==> src/core/rst_strobe_pkg.sv <==
package rst_strobe_pkg;

    // =========================================================
    // Timing
    // =========================================================
    localparam int REF_CLK_MHZ        = 40;
    // Reset release to first command, in microseconds.
    localparam int RESET_TO_CMD_US    = 200;
    // Least time, so rounded up; a whole number at this rate.
    localparam int RESET_TO_CMD_CYC   = RESET_TO_CMD_US * REF_CLK_MHZ;

    // =========================================================
    // Reset-enable configuration field
    // =========================================================
    localparam int          RST_FIELD_W     = 2;
    localparam logic [1:0]  RST_FIELD_RESET = 2'h0;
    // Only this code lets the hardware reset input act.
    localparam logic [1:0]  RST_FIELD_ON    = 2'h1;

    // =========================================================
    // Carriers
    // =========================================================
    typedef struct packed {
        logic cmd_resp;
        logic read_data;
        logic crc_token;
    } strobe_src_t;

    typedef struct packed {
        logic                   valid;
        logic [RST_FIELD_W-1:0] rst_field;
    } rst_cfg_t;

    typedef enum logic [2:0] {
        ST_WAIT_CFG = 3'h1,
        ST_READY    = 3'h2,
        ST_SEQ      = 3'h4
    } seq_state_t;

endpackage : rst_strobe_pkg

==> src/core/pin_sync.sv <==
`timescale 1ns/1ps
module pin_sync #(
    parameter logic RESET_VAL = 1'b1
) (
    // Clock and reset
    input  wire logic ref_clk,
    input  wire logic rst_b,
    // Pin side and synchronised level
    input  wire logic pin_in,
    output logic      pin_sync_out
);

    logic meta_reg;
    logic sync_reg;

    // =========================================================
    // Two-stage synchroniser
    // =========================================================
    // The first stage feeds only the second, so no logic ever
    // sees a metastable value.
    always_ff @(posedge ref_clk or negedge rst_b) begin
        if (!rst_b) begin
            meta_reg <= RESET_VAL;
            sync_reg <= RESET_VAL;
        end else begin
            meta_reg <= pin_in;
            sync_reg <= meta_reg;
        end
    end

    assign pin_sync_out = sync_reg;

endmodule : pin_sync

==> src/core/hw_reset_and_strobe_control.sv <==
// Functional notes
// - In double-rate mode the strobe toggles with every command response.
// - Otherwise strobe never toggles; it stays low with its output disabled.
// - Internal reset sequence starts on reset pin rising edge, not falling.
// - Before reset-enable field is loaded, reset input may be ignored.
`timescale 1ns/1ps
module hw_reset_and_strobe_control #(
    parameter int SEQ_CYCLES = rst_strobe_pkg::RESET_TO_CMD_CYC
) (
    // Clock and power-on reset
    input  wire logic                        ref_clk,
    input  wire logic                        rst_b,
    // Hardware reset pin from the host
    input  wire logic                        hw_reset_pin_b,
    // Configuration load from the controller
    input  wire rst_strobe_pkg::rst_cfg_t    cfg_load,
    // Bus mode and strobe sources
    input  wire logic                        ddr_mode,
    input  wire rst_strobe_pkg::strobe_src_t strobe_src,
    // Strobe pin
    output logic                             read_strobe_pin,
    output logic                             read_strobe_oe,
    // Reset sequence status
    output logic                             cfg_loaded,
    output logic                             seq_start,
    output logic                             core_reset_b
);

    localparam int CNT_W = (SEQ_CYCLES > 1) ? $clog2(SEQ_CYCLES + 1) : 1;

    generate
        if (SEQ_CYCLES < 1) begin : g_bad_seq
            $error("SEQ_CYCLES must be at least one");
        end
    endgenerate

    // =========================================================
    // Reset pin synchronisation and edge detection
    // =========================================================
    logic pin_lvl;
    logic pin_prev_reg;
    wire  pin_rise;
    wire  pin_fall;

    pin_sync #(
        .RESET_VAL (1'b1)
    ) u_pin_sync (
        .ref_clk      (ref_clk),
        .rst_b        (rst_b),
        .pin_in       (hw_reset_pin_b),
        .pin_sync_out (pin_lvl)
    );

    always_ff @(posedge ref_clk or negedge rst_b) begin
        if (!rst_b) begin
            pin_prev_reg <= 1'b1;
        end else begin
            pin_prev_reg <= pin_lvl;
        end
    end

    assign pin_rise = pin_lvl & ~pin_prev_reg;
    assign pin_fall = ~pin_lvl & pin_prev_reg;

    // =========================================================
    // Reset-enable field
    // =========================================================
    logic [rst_strobe_pkg::RST_FIELD_W-1:0] field_reg;
    logic [rst_strobe_pkg::RST_FIELD_W-1:0] field_next;
    wire                                    reset_allowed;

    assign field_next = cfg_load.valid ? cfg_load.rst_field : field_reg;

    always_ff @(posedge ref_clk or negedge rst_b) begin
        if (!rst_b) begin
            field_reg <= rst_strobe_pkg::RST_FIELD_RESET;
        end else begin
            field_reg <= field_next;
        end
    end

    assign reset_allowed = (field_reg == rst_strobe_pkg::RST_FIELD_ON);

    // =========================================================
    // Reset sequence state machine
    // =========================================================
    rst_strobe_pkg::seq_state_t state_reg;
    rst_strobe_pkg::seq_state_t state_next;
    logic [CNT_W-1:0]           cnt_reg;
    logic [CNT_W-1:0]           cnt_next;
    logic                       start_reg;
    wire                        accept_rise;
    wire                        cnt_done;

    assign accept_rise = pin_rise & reset_allowed
                       & (state_reg != rst_strobe_pkg::ST_WAIT_CFG);
    assign cnt_done    = (cnt_reg == CNT_W'(1));

    always_comb begin
        state_next = state_reg;
        cnt_next   = cnt_reg;
        case (state_reg)
            rst_strobe_pkg::ST_WAIT_CFG: begin
                if (cfg_load.valid) begin
                    state_next = rst_strobe_pkg::ST_READY;
                end
            end
            rst_strobe_pkg::ST_READY: begin
                if (accept_rise) begin
                    state_next = rst_strobe_pkg::ST_SEQ;
                    cnt_next   = CNT_W'(SEQ_CYCLES);
                end
            end
            rst_strobe_pkg::ST_SEQ: begin
                // A fresh pulse during the sequence restarts it, as a
                // second reset must leave the device fully reset again.
                if (accept_rise) begin
                    cnt_next = CNT_W'(SEQ_CYCLES);
                end else if (cnt_done) begin
                    state_next = rst_strobe_pkg::ST_READY;
                    cnt_next   = '0;
                end else begin
                    cnt_next = cnt_reg - CNT_W'(1);
                end
            end
            default: begin
                state_next = rst_strobe_pkg::ST_WAIT_CFG;
                cnt_next   = '0;
            end
        endcase
    end

    always_ff @(posedge ref_clk or negedge rst_b) begin
        if (!rst_b) begin
            state_reg <= rst_strobe_pkg::ST_WAIT_CFG;
            cnt_reg   <= '0;
            start_reg <= 1'b0;
        end else begin
            state_reg <= state_next;
            cnt_reg   <= cnt_next;
            start_reg <= accept_rise;
        end
    end

    assign seq_start    = start_reg;
    assign cfg_loaded   = (state_reg != rst_strobe_pkg::ST_WAIT_CFG);
    // Core reset lasts as long as the window in which the host may not
    // yet send commands, but begins three clocks after the pin rises.
    // host delay window
    assign core_reset_b = (state_reg != rst_strobe_pkg::ST_SEQ);

    // =========================================================
    // Data strobe
    // =========================================================
    logic strobe_reg;
    logic strobe_next;
    wire  strobe_active;

    assign strobe_active = ddr_mode & (strobe_src.cmd_resp
                                     | strobe_src.read_data
                                     | strobe_src.crc_token);
    assign strobe_next   = strobe_active ? ~strobe_reg : 1'b0;

    always_ff @(posedge ref_clk or negedge rst_b) begin
        if (!rst_b) begin
            strobe_reg <= 1'b0;
        end else begin
            strobe_reg <= strobe_next;
        end
    end

    // The strobe is driven low when idle in double-rate mode rather
    // than released, so the host never sees a floating edge.
    assign read_strobe_pin = strobe_reg;
    assign read_strobe_oe  = ddr_mode;
endmodule : hw_reset_and_strobe_control

==> config.mk <==
export PLATFORM = sky130hd
export DESIGN_NAME = hw_reset_and_strobe_control
export DESIGN_NICKNAME = d
export VERILOG_FILES = /design/src/core/rst_strobe_pkg.sv /design/src/core/pin_sync.sv /design/src/core/hw_reset_and_strobe_control.sv
export SDC_FILE = /design/constraint.sdc
export NUM_CORES = 1
export LEC_CHECK = 0
export ABC_AREA = 1
export BUFFER_PORTS_ARGS = -buffer_cell sky130_fd_sc_hd__clkbuf_2
export CELL_PAD_IN_SITES_DETAIL_PLACEMENT = 1
export CELL_PAD_IN_SITES_GLOBAL_PLACEMENT = 2
export CORE_MARGIN = 10
export CORE_UTILIZATION = 35
export CTS_CLUSTER_SIZE = 40
export DETAILED_ROUTE_END_ITERATION = 8
export PLACE_DENSITY_LB_ADDON = 0.1
export SLEW_MARGIN = 5
export SYNTH_ARGS = -nofsm -noshare
export SYNTH_HDL_FRONTEND = slang
export SYNTH_SLANG_ARGS = --single-unit
==> constraint.sdc <==
create_clock -name ref_clk -period 2.34 [get_ports ref_clk]
set_input_delay 0.234 -clock ref_clk [delete_from_list [all_inputs] [get_ports ref_clk]]
set_output_delay 0.234 -clock ref_clk [all_outputs]
set_load 0.005 [all_outputs]
# --- Word-level counts from Yosys, hierarchy flattened ---
# Index checks and enable logic that the tools add are counted.
totals:
  reg_bits: 23
  output_inout_bits: 5
  input_bits: 10
classes:
  n_eq_ne: 11
  mux: 10
  addsub: 1
  bitwise: 9
  n_reduce_logical: 2
op_table:
  columns: ["cell", "count"]
  rows:
  - ["two-way mux 13 bit", 3]
  - ["case mux 13 bit (3 select lines)", 1]
  - ["equality test 13 x 1 -> 1 bit (second input constant)", 1]
  - ["subtractor 13 x 1 -> 13 bit (second input constant)", 1]
  - ["two-way mux 3 bit", 4]
  - ["case mux 3 bit (3 select lines)", 1]
  - ["!= test 2 bit (second input constant)", 4]
  - ["bitwise AND 1 bit", 4]
  - ["AND reduction 4 bit", 1]
  - ["equality test 3 x 1 -> 1 bit (second input constant)", 1]
  - ["equality test 3 x 2 -> 1 bit (second input constant)", 1]
  - ["equality test 3 bit (second input constant)", 1]
  - ["!= test 3 x 1 -> 1 bit (second input constant)", 1]
  - ["!= test 3 bit (second input constant)", 1]
  - ["inverter 1 bit", 3]
  - ["equality test 2 x 1 -> 1 bit (second input constant)", 1]
  - ["bitwise OR 1 bit", 2]
  - ["AND reduction 2 bit", 1]
  - ["two-way mux 1 bit", 1]

# --- Logic depth before layout (Yosys ltp) ---
# Gate-level depths: netlist of the first run.
logic_depth:
  ltp_word: 6
  depth_mapped: 10

# --- Modules after synthesis ---
# From an unflattened synthesis of the first run, not the netlist that was laid out.
hier_totals:
  cells_unflattened: 171
  hier_area_um2: 1311.3
modules_own_cells:
  columns: ["module", "instances", "area_each_um2", "cells_each", "seq_area_each_um2"]
  rows:
  - ["hw_reset_and_strobe_control", 1, 1258.7, 169, 528.0]
  - ["pin_sync", 1, 52.6, 2, 52.6]

# --- Least setup slack after synthesis of the first run ---
# No wires, ideal clock.
synth_path:
  path_type: "reg2reg"
  from: "register cnt_reg[0]"
  to: "register cnt_reg[10]"
  stages_incl_launch_ff: 10
  period_less_slack_ns: 1.311
  t_arrival_ns: 1.194
  required_time_ns: 2.223
  setup_slack_ns: 1.029
  cell_sequence: "dfrtp_1 -> inv_1 -> ha_1 -> nand2_1 -> nor2_1 -> nand3_1 -> nand3_1 -> nand2_1 -> nand2_1 -> nand2_1"
synth_via:
  elab_chain_len: 4
  elab_cells_between_ends: 5
synth_lines:
  columns: ["element", "line", "source"]
  rows:
  - ["from (decl)", "hw_reset_and_strobe_control.sv:89", "logic [CNT_W-1:0] cnt_reg;"]
  - ["from (signal assigned)", "hw_reset_and_strobe_control.sv:140", "cnt_reg <= cnt_next;"]
  - ["subtractor 13 x 1 -> 13 bit or equality test 13 x 1 -> 1 bit (tied branches)", "hw_reset_and_strobe_control.sv:123, hw_reset_and_strobe_control.sv:97", null]
  - ["two-way mux 13 bit *", "hw_reset_and_strobe_control.sv:119", "end else if (cnt_done) begin"]
  - ["two-way mux 13 bit *", "hw_reset_and_strobe_control.sv:117", "if (accept_rise) begin"]
  - ["case mux 13 bit (3 select lines) *", "hw_reset_and_strobe_control.sv:102", "case (state_reg)"]
# Every way passes the cells marked *; elsewhere a longest branch is shown, timed or not.
# A chain may end at the register's enable or synchronous reset.

# --- Worst setup path after layout of the first run ---
layout_path:
  from: "register cnt_reg[5]"
  to: "register cnt_reg[3]"
layout_via:
  elab_chain_len: 4
layout_lines:
  columns: ["element", "line", "source"]
  rows:
  - ["equality test 13 x 1 -> 1 bit", "hw_reset_and_strobe_control.sv:97", "assign cnt_done = (cnt_reg == CNT_W'(1));"]
  - ["two-way mux 13 bit", "hw_reset_and_strobe_control.sv:119", null]
  - ["two-way mux 13 bit", "hw_reset_and_strobe_control.sv:117", null]
  - ["case mux 13 bit (3 select lines)", "hw_reset_and_strobe_control.sv:102", null]
# Every way passes these cells.

==> impl_metrics.ini, run 1 <==
[logic_synthesis]
yosysUniqueCellTypes = 26
synth_nets = 183
syn_avg_cell_area_um2 = 7.45
synthCells = 171
yosysWarnings = 0
ys_ff_latch = 23
netlist_area_um2 = 1270
synth_seq_area_share_pct = 45.6

[worst_setup_path]
r2r_slack_ns = 0.74
timing.rr.end = cnt_reg[3]
endpoint_kind = register
crit_slowest_cell = dfrtp_1
crit_path_max_fanout = 7
rr_startpoint = cnt_reg[5]
critPathBufInv = 1
path_class = register to register
critical_path.most_common_cell = nand2_1
crit_required_ns = 2.56
cp-start-kind = register
r2r_cells = 8
startpoint = cnt_reg[5]
crit_chain = nor2_1 > nand2_1 > nor2_2 > nand2_2 > nand3_1 > nand2_1 > inv_2 > a21oi_1
arrival_ns = 1.82
slowest_delay_ns = 0.44
crit_family = simple AND/OR/NAND/NOR gates

[min_path]
hold_end = field_reg[1]
min-delay-start = cfg_load[1]
hp-class = input port to register
hold_depth = 3

[routing]
routed_via_density = 4.69
final_antenna_net_count = 0
wl_mm = 3.09
via_count = 1101
drc_errors = 0
wl_per_cell_um = 13.1
first_iter_violations = 46
drt-pass1-iter-count = 4

[power]
p_int_mw = 0.956
power_frac_comb_pct = 59.1
swShare_pct = 51.1
power.switching_mw = 0.999
clock_power_share_pct = 9.6
p_leak_nw = 0.759
irDropWorstVdd_v = 0.000665
seq_power_share_pct = 31.3
powerDensity_nw_per_um2 = 1360
finalPower_mw = 1.95

[floorplan]
coreArea_um2 = 3420
io_pins = 15
design.die.area_um2 = 6450
std_cell_rows = 21
dieHeight_um = 80.3
start_util_pct = 37.3
die_w_um = 80.3

[placed_design]
io_buffers = 14
dpl_cell_area_um2 = 1380
place_ws_ns = 0.744
gp_congestion = 0.840
dpl.hpwl_mm = 2.56

[finish]
layout_common_cells = nand2_1 (54), nor2_1 (24), dfrtp_1 (19)
multi_input_area_um2 = 588
regArea_um2 = 581
nets = 202
final_area_um2 = 1430
utilization_pct = 41.9
diodes = 0
largest_reg_flops = 13
fill_cells = 462
area_growth_pct = 12.5
drive_above_1_share_pct = 18.5
layout_commonest_cell = nand2_1

[sta]
drv_slew = 0
min_period_over_period_pct = 68.5
worst_pin_slew_ns = 0.568
slew_headroom_pct = 62.1
min_period_ns = 1.60
fin_skew_ns = 0.0129
finalHoldViolations = 0
rsz0062_at_grt = no
finalSetupTns_ns = 0
clock.fmax_mhz = 624
setup_viol = 0
layout_setup_ws_ns = 0.737

[cts]
cts_inserted_buffers = 3
cts_root_buffer = clkbuf_4
clockBufferDepth = 2
htreeDepth = 1
post_cts_buffers = 0
clk_latency_ns = 0.31
tritoncts = built
clock_sinks = 23
clk_pin_slew_ns = 0.14

[global_routing]
grt_overflow = 0
antenna_found_initial = 0
grt_pass1_vias = 1262
grt_max_degree = 24
grt_first_pass_wirelength_mm = 5.65
grtUsageTotal_pct = 10.6

[run_status]
status = finished, final reports clean

[job]
max_cap_viol_count = 0
## through the flow
step                instances  hold slack, ns
global route              235           0.117
detailed placement        229           0.253
finish                    235           0.131
global placement          229           0.252
floorplan                 171         -0.0616
CTS                       235           0.123
## worst min-delay path: stages
cell      delay, ns
clkbuf_2       0.07
nand2_1        0.04
o21ai_0        0.07
## final cells by class
cell class	instances	share of cell area, %
Inverter	23	6.03
Multi-Input combinational cell	123	41.0
Tap cell	46	4.02
Clock inverter	1	0.524
Timing Repair Buffer	16	6.29
Sequential cell	23	40.5
Clock buffer	3	1.57
## power by group through the flow
stage	Combinational [mW]	Clock (mW)	Sequential, mW
2_1_floorplan	0.925	0	0.593
3_3_place_gp	1.14	0	0.620
4_1_cts	1.18	0.201	0.614
5_1_grt	1.38	0.216	0.631
6_report	1.16	0.188	0.611
3_5_place_dp	1.17	0	0.622
## how the worst max path moves through the flow
stage / end / cells past startpoint / slack (ns)
3_3_place_gp: cnt_reg[3] / 8 / 0.77
6_report: cnt_reg[3] / 8 / 0.74
2_1_floorplan: cnt_reg[10] / 9 / 1.03
5_1_grt: cnt_reg[10] / 9 / 0.53
4_1_cts: cnt_reg[3] / 8 / 0.73
3_5_place_dp: cnt_reg[3] / 8 / 0.74
## synthesized netlist by cell type
cell type	n	area, um^2
o31ai_1	2	15.0
nor3_4	1	16.3
nor2_2	3	18.8
a21oi_1	3	15.0
nand2_2	2	12.5
xor2_1	1	8.76
inv_1	18	67.6
nand3b_1	2	15.0
nand2_1	54	203
inv_2	4	15.0
o21ai_0	4	20.0
nor3_2	1	10.0
buf_6	1	11.3
nand4_1	1	6.26
o22ai_1	2	12.5
clkinv_1	1	3.75
dfrtp_1	19	475
o21ai_1	4	20.0
dfstp_2	4	105
o21bai_1	2	15.0
buf_4	1	7.51
mux2_2	1	11.3
nand3_1	13	65.1
ha_1	2	25.0
a21oi_2	1	8.76
nor2_1	24	90.1
## what timing repair did
action / in CTS / in global routing
resized for setup: 0 / 0
hold endpoints to repair: 20 / 0
hold buffers: 2 / 0
## cells by family (layout without fill, tap and decap cells)
family | after synthesis | after routing | synth area share, %
multiplexers | 1 | 1 | 0.884
AO/OA/AOI/OAI | 18 | 18 | 8.35
buffers and inverters | 25 | 43 | 8.25
flip-flops | 23 | 23 | 45.6
adder cells (fa/ha/maj) | 2 | 2 | 1.96
AND/OR/NAND/NOR | 101 | 101 | 34.3
XOR/XNOR | 1 | 1 | 0.688
## per-layer routing
metal / GRT usage (%) / part of all wire [%]
met5: 0 / 0
met4: 2.11 / 0.45
met3: 2.23 / 3.4
met2: 18.0 / 46
met1: 13.5 / 50
Note: power is estimated with default switching activity, not from simulation.
==> run 2: changes to the inputs <==
--- a/config.mk
+++ b/config.mk
@@ -5,12 +5,12 @@
 export SDC_FILE = /design/constraint.sdc
 export NUM_CORES = 1
 export LEC_CHECK = 0
-export ABC_AREA = 1
+export ABC_AREA = 0
 export BUFFER_PORTS_ARGS = -buffer_cell sky130_fd_sc_hd__clkbuf_2
 export CELL_PAD_IN_SITES_DETAIL_PLACEMENT = 1
 export CELL_PAD_IN_SITES_GLOBAL_PLACEMENT = 2
 export CORE_MARGIN = 10
-export CORE_UTILIZATION = 35
+export CORE_UTILIZATION = 33
 export CTS_CLUSTER_SIZE = 40
 export DETAILED_ROUTE_END_ITERATION = 8
 export PLACE_DENSITY_LB_ADDON = 0.1
==> constraint.sdc (replaced) <==
create_clock -name ref_clk -period 1.34 [get_ports ref_clk]
set_input_delay 0.134 -clock ref_clk [delete_from_list [all_inputs] [get_ports ref_clk]]
set_output_delay 0.134 -clock ref_clk [all_outputs]
set_load 0.005 [all_outputs]
==> run 2 against run 1 <==
  * Critical path type unchanged
  * Critical path depth decreased by 2
  * Global-route usage increased by 0.76 points
  * Synthesized cell count decreased by 29%
  * First-iteration DRC count decreased by 59%
  * Non-clock buffer count increased by 51
  * Largest power group unchanged
  * Critical endpoint is now cnt_reg[9]
  * Largest cell class unchanged
  * Count of clock-buffer cells in the layout unchanged
  * The run now ends with negative setup slack left
==> impl_metrics.ini, run 2 <==
[routing]
first_iter_violations = 19
wl_per_cell_um = 16.4
drc_errors = 0
wl_mm = 3.84
routed_via_density = 5.17
via_count = 1209
drt-pass1-iter-count = 4
final_antenna_net_count = 0

[sta]
finalHoldViolations = 0
worst_pin_slew_ns = 0.596
fin_skew_ns = 0.00197
slew_headroom_pct = 60.3
setup_viol = 17
min_period_ns = 1.70
drv_slew = 0
min_period_over_period_pct = 127
finalSetupTns_ns = -4.32
clock.fmax_mhz = 587
layout_setup_ws_ns = -0.363
rsz0062_at_grt = yes

[placed_design]
gp_congestion = 0.858
io_buffers = 14
place_ws_ns = -0.338
dpl.hpwl_mm = 2.53

[floorplan]
io_pins = 15
std_cell_rows = 22
die_w_um = 81.3
coreArea_um2 = 3660
dieHeight_um = 81.3
design.die.area_um2 = 6610
start_util_pct = 33.9

[finish]
layout_common_cells = buf_4 (43), dfrtp_1 (15), clkbuf_2 (14)
area_growth_pct = 61.3
diodes = 0
drive_above_1_share_pct = 64.0
largest_reg_flops = 13
nets = 199
layout_commonest_cell = buf_4

[worst_setup_path]
crit_path_max_fanout = 4
path_class = register to register
cp-start-kind = register
endpoint_kind = register
arrival_ns = 1.85
crit_slowest_cell = dfrtp_2
crit_required_ns = 1.49
crit_chain = buf_4 > or4_4 > nor2_4 > nand2_1 > o31ai_2 > o22ai_1
slowest_delay_ns = 0.44

[run_status]
status = finished, violations left
violations = negative setup slack

[cts]
tritoncts = built
clk_pin_slew_ns = 0.09
cts_inserted_buffers = 3
htreeDepth = 1
clk_latency_ns = 0.26
clock_sinks = 23
cts_root_buffer = clkbuf_8
clockBufferDepth = 2

[logic_synthesis]
synth_ff_type = dfrtp_1
synthMuxAreaShare_pct = 1.81
synth_largest_area_cell = dfrtp_1
synthArstFlopShare_pct = 100
synth_top_area_share_pct = 38.3
synth_top_family_by_area = compound AO/OA/AOI/OAI gates
yosys-top-cells-area = dfrtp_1 (38%), dfstp_2 (8.5%), a21oi_1 (3.6%), a31oi_1 (3.5%), o21ai_0 (3.2%)
yosysUniqueCellTypes = 40
yosys.area_share.simple_pct = 21.0
synth_seq_area_share_pct = 46.8
ys_ff_latch = 23
synthAdderAreaFrac_pct = 2.02
synth_edf_count = 0
yosysWarnings = 0
synth_nets = 133
synth-xor-area-share_pct = 0
yosysMostFrequentCell = dfrtp_1
synthCells = 121
syn_avg_cell_area_um2 = 10.3
netlist_area_um2 = 1240
synthTopCellsByCount = dfrtp_1 (19), a21oi_1 (9), nor2_1 (8), o21ai_0 (8)
synth_compound_area_share_pct = 23.3

[global_routing]
antenna_found_initial = 0
grt_first_pass_wirelength_mm = 6.05
grtUsageTotal_pct = 11.4
grt_overflow = 0
grt_pass1_vias = 1258
grt_max_degree = 24

[power]
irDropWorstVdd_v = 0.000822
p_leak_nw = 0.888
powerDensity_nw_per_um2 = 2100

[min_path]
hp-class = input port to register

[job]
max_cap_viol_count = 0
[run 2: cell count changes after synthesis, sizes merged, moves of 7 or more]
cell	before	now
nand2	56	7
inv	22	3
nor2	27	9
nand3	13	1
a21oi	4	11
a31oi	0	7
[run 2: logic make-up (layout without fill, tap and decap cells)]
| group | Yosys count | count (layout) |
|---|---|---|
| AOI/OAI and AO/OA | 44 | 44 |
| and+or+nand+nor | 41 | 41 |
| DFF | 23 | 23 |
| buffers and inverters | 9 | 74 |
| adders and majority gates | 2 | 2 |
| muxes | 2 | 2 |
[run 2: per-layer routing]
layer	vias to the layer above	part of all wire (%)	global-route usage, %	wire length (um)
met5	-	0	0	0
met4	0	0.73	2.77	28
met3	4	3.5	2.54	134
met2	10	54	19.4	2060
met1	616	42	14.2	1620
li1	579	-	-	-
[run 2: cell type report]
class	instances	area [um^2]
multi-input combinational	89	796
inverter	3	11.3
clock inverter	1	5.00
clock buffer	3	41.3
fill	420	1660
timing repair buffer	67	503
tap	48	60.1
sequential	23	586
[run 2: power by group]
group,internal (mW),switching (mW)
combinational,1.40,1.41
sequential,0.826,0.132
clock,0.208,0.231
total,2.43,1.77
[run 2: path summary, 6_finish.rpt]
check	endpoint	slack, ns	from	cells after the start
setup / recovery	cnt_reg[9]	-0.36	cnt_reg[0]	6
hold / removal	state_reg[0]	0.07	cfg_load[2]	2
max in group asynchronous	state_reg[2]	0.51	rst_b	2
hold reg to reg	u_pin_sync.pin_sync_out	0.36	u_pin_sync.meta_reg	0
setup reg to reg	cnt_reg[9]	-0.36	cnt_reg[0]	6
min in group asynchronous	cnt_reg[10]	0.40	rst_b	2
[run 2: stage by stage]
stage / cells / hold WS (ns) / cell area (um^2) / util (%) / power [mW]
2_1_floorplan: 121 / -0.162 / 1280 / - / 2.16
3_3_place_gp: 218 / 0.155 / 1660 / 45.5 / 3.05
3_5_place_dp: 218 / 0.161 / 1660 / 45.5 / 3.08
4_1_cts: 230 / 0.0628 / 1900 / 51.9 / 3.88
5_1_grt: 234 / 0.0655 / 2000 / 54.7 / 4.49
6_report: 234 / 0.0656 / 2000 / 54.7 / 4.20
[run 2: what timing repair did]
action,4_1_cts,5_1_grt
endpoints found under the hold margin,20,0
pin swaps,13,7
gates cloned,0,0
resized for setup,36,15
buffers inserted,6,4
setup endpoints to repair,17,17
hold buffers,2,0
[run 2: critical path: cells and delay by family (launching register included)]
kind | cells | cell delay [ns]
AOI/OAI and AO/OA | 2 | 0.34
buffers and inverters | 1 | 0.14
DFF | 1 | 0.44
and+or+nand+nor | 3 | 0.67
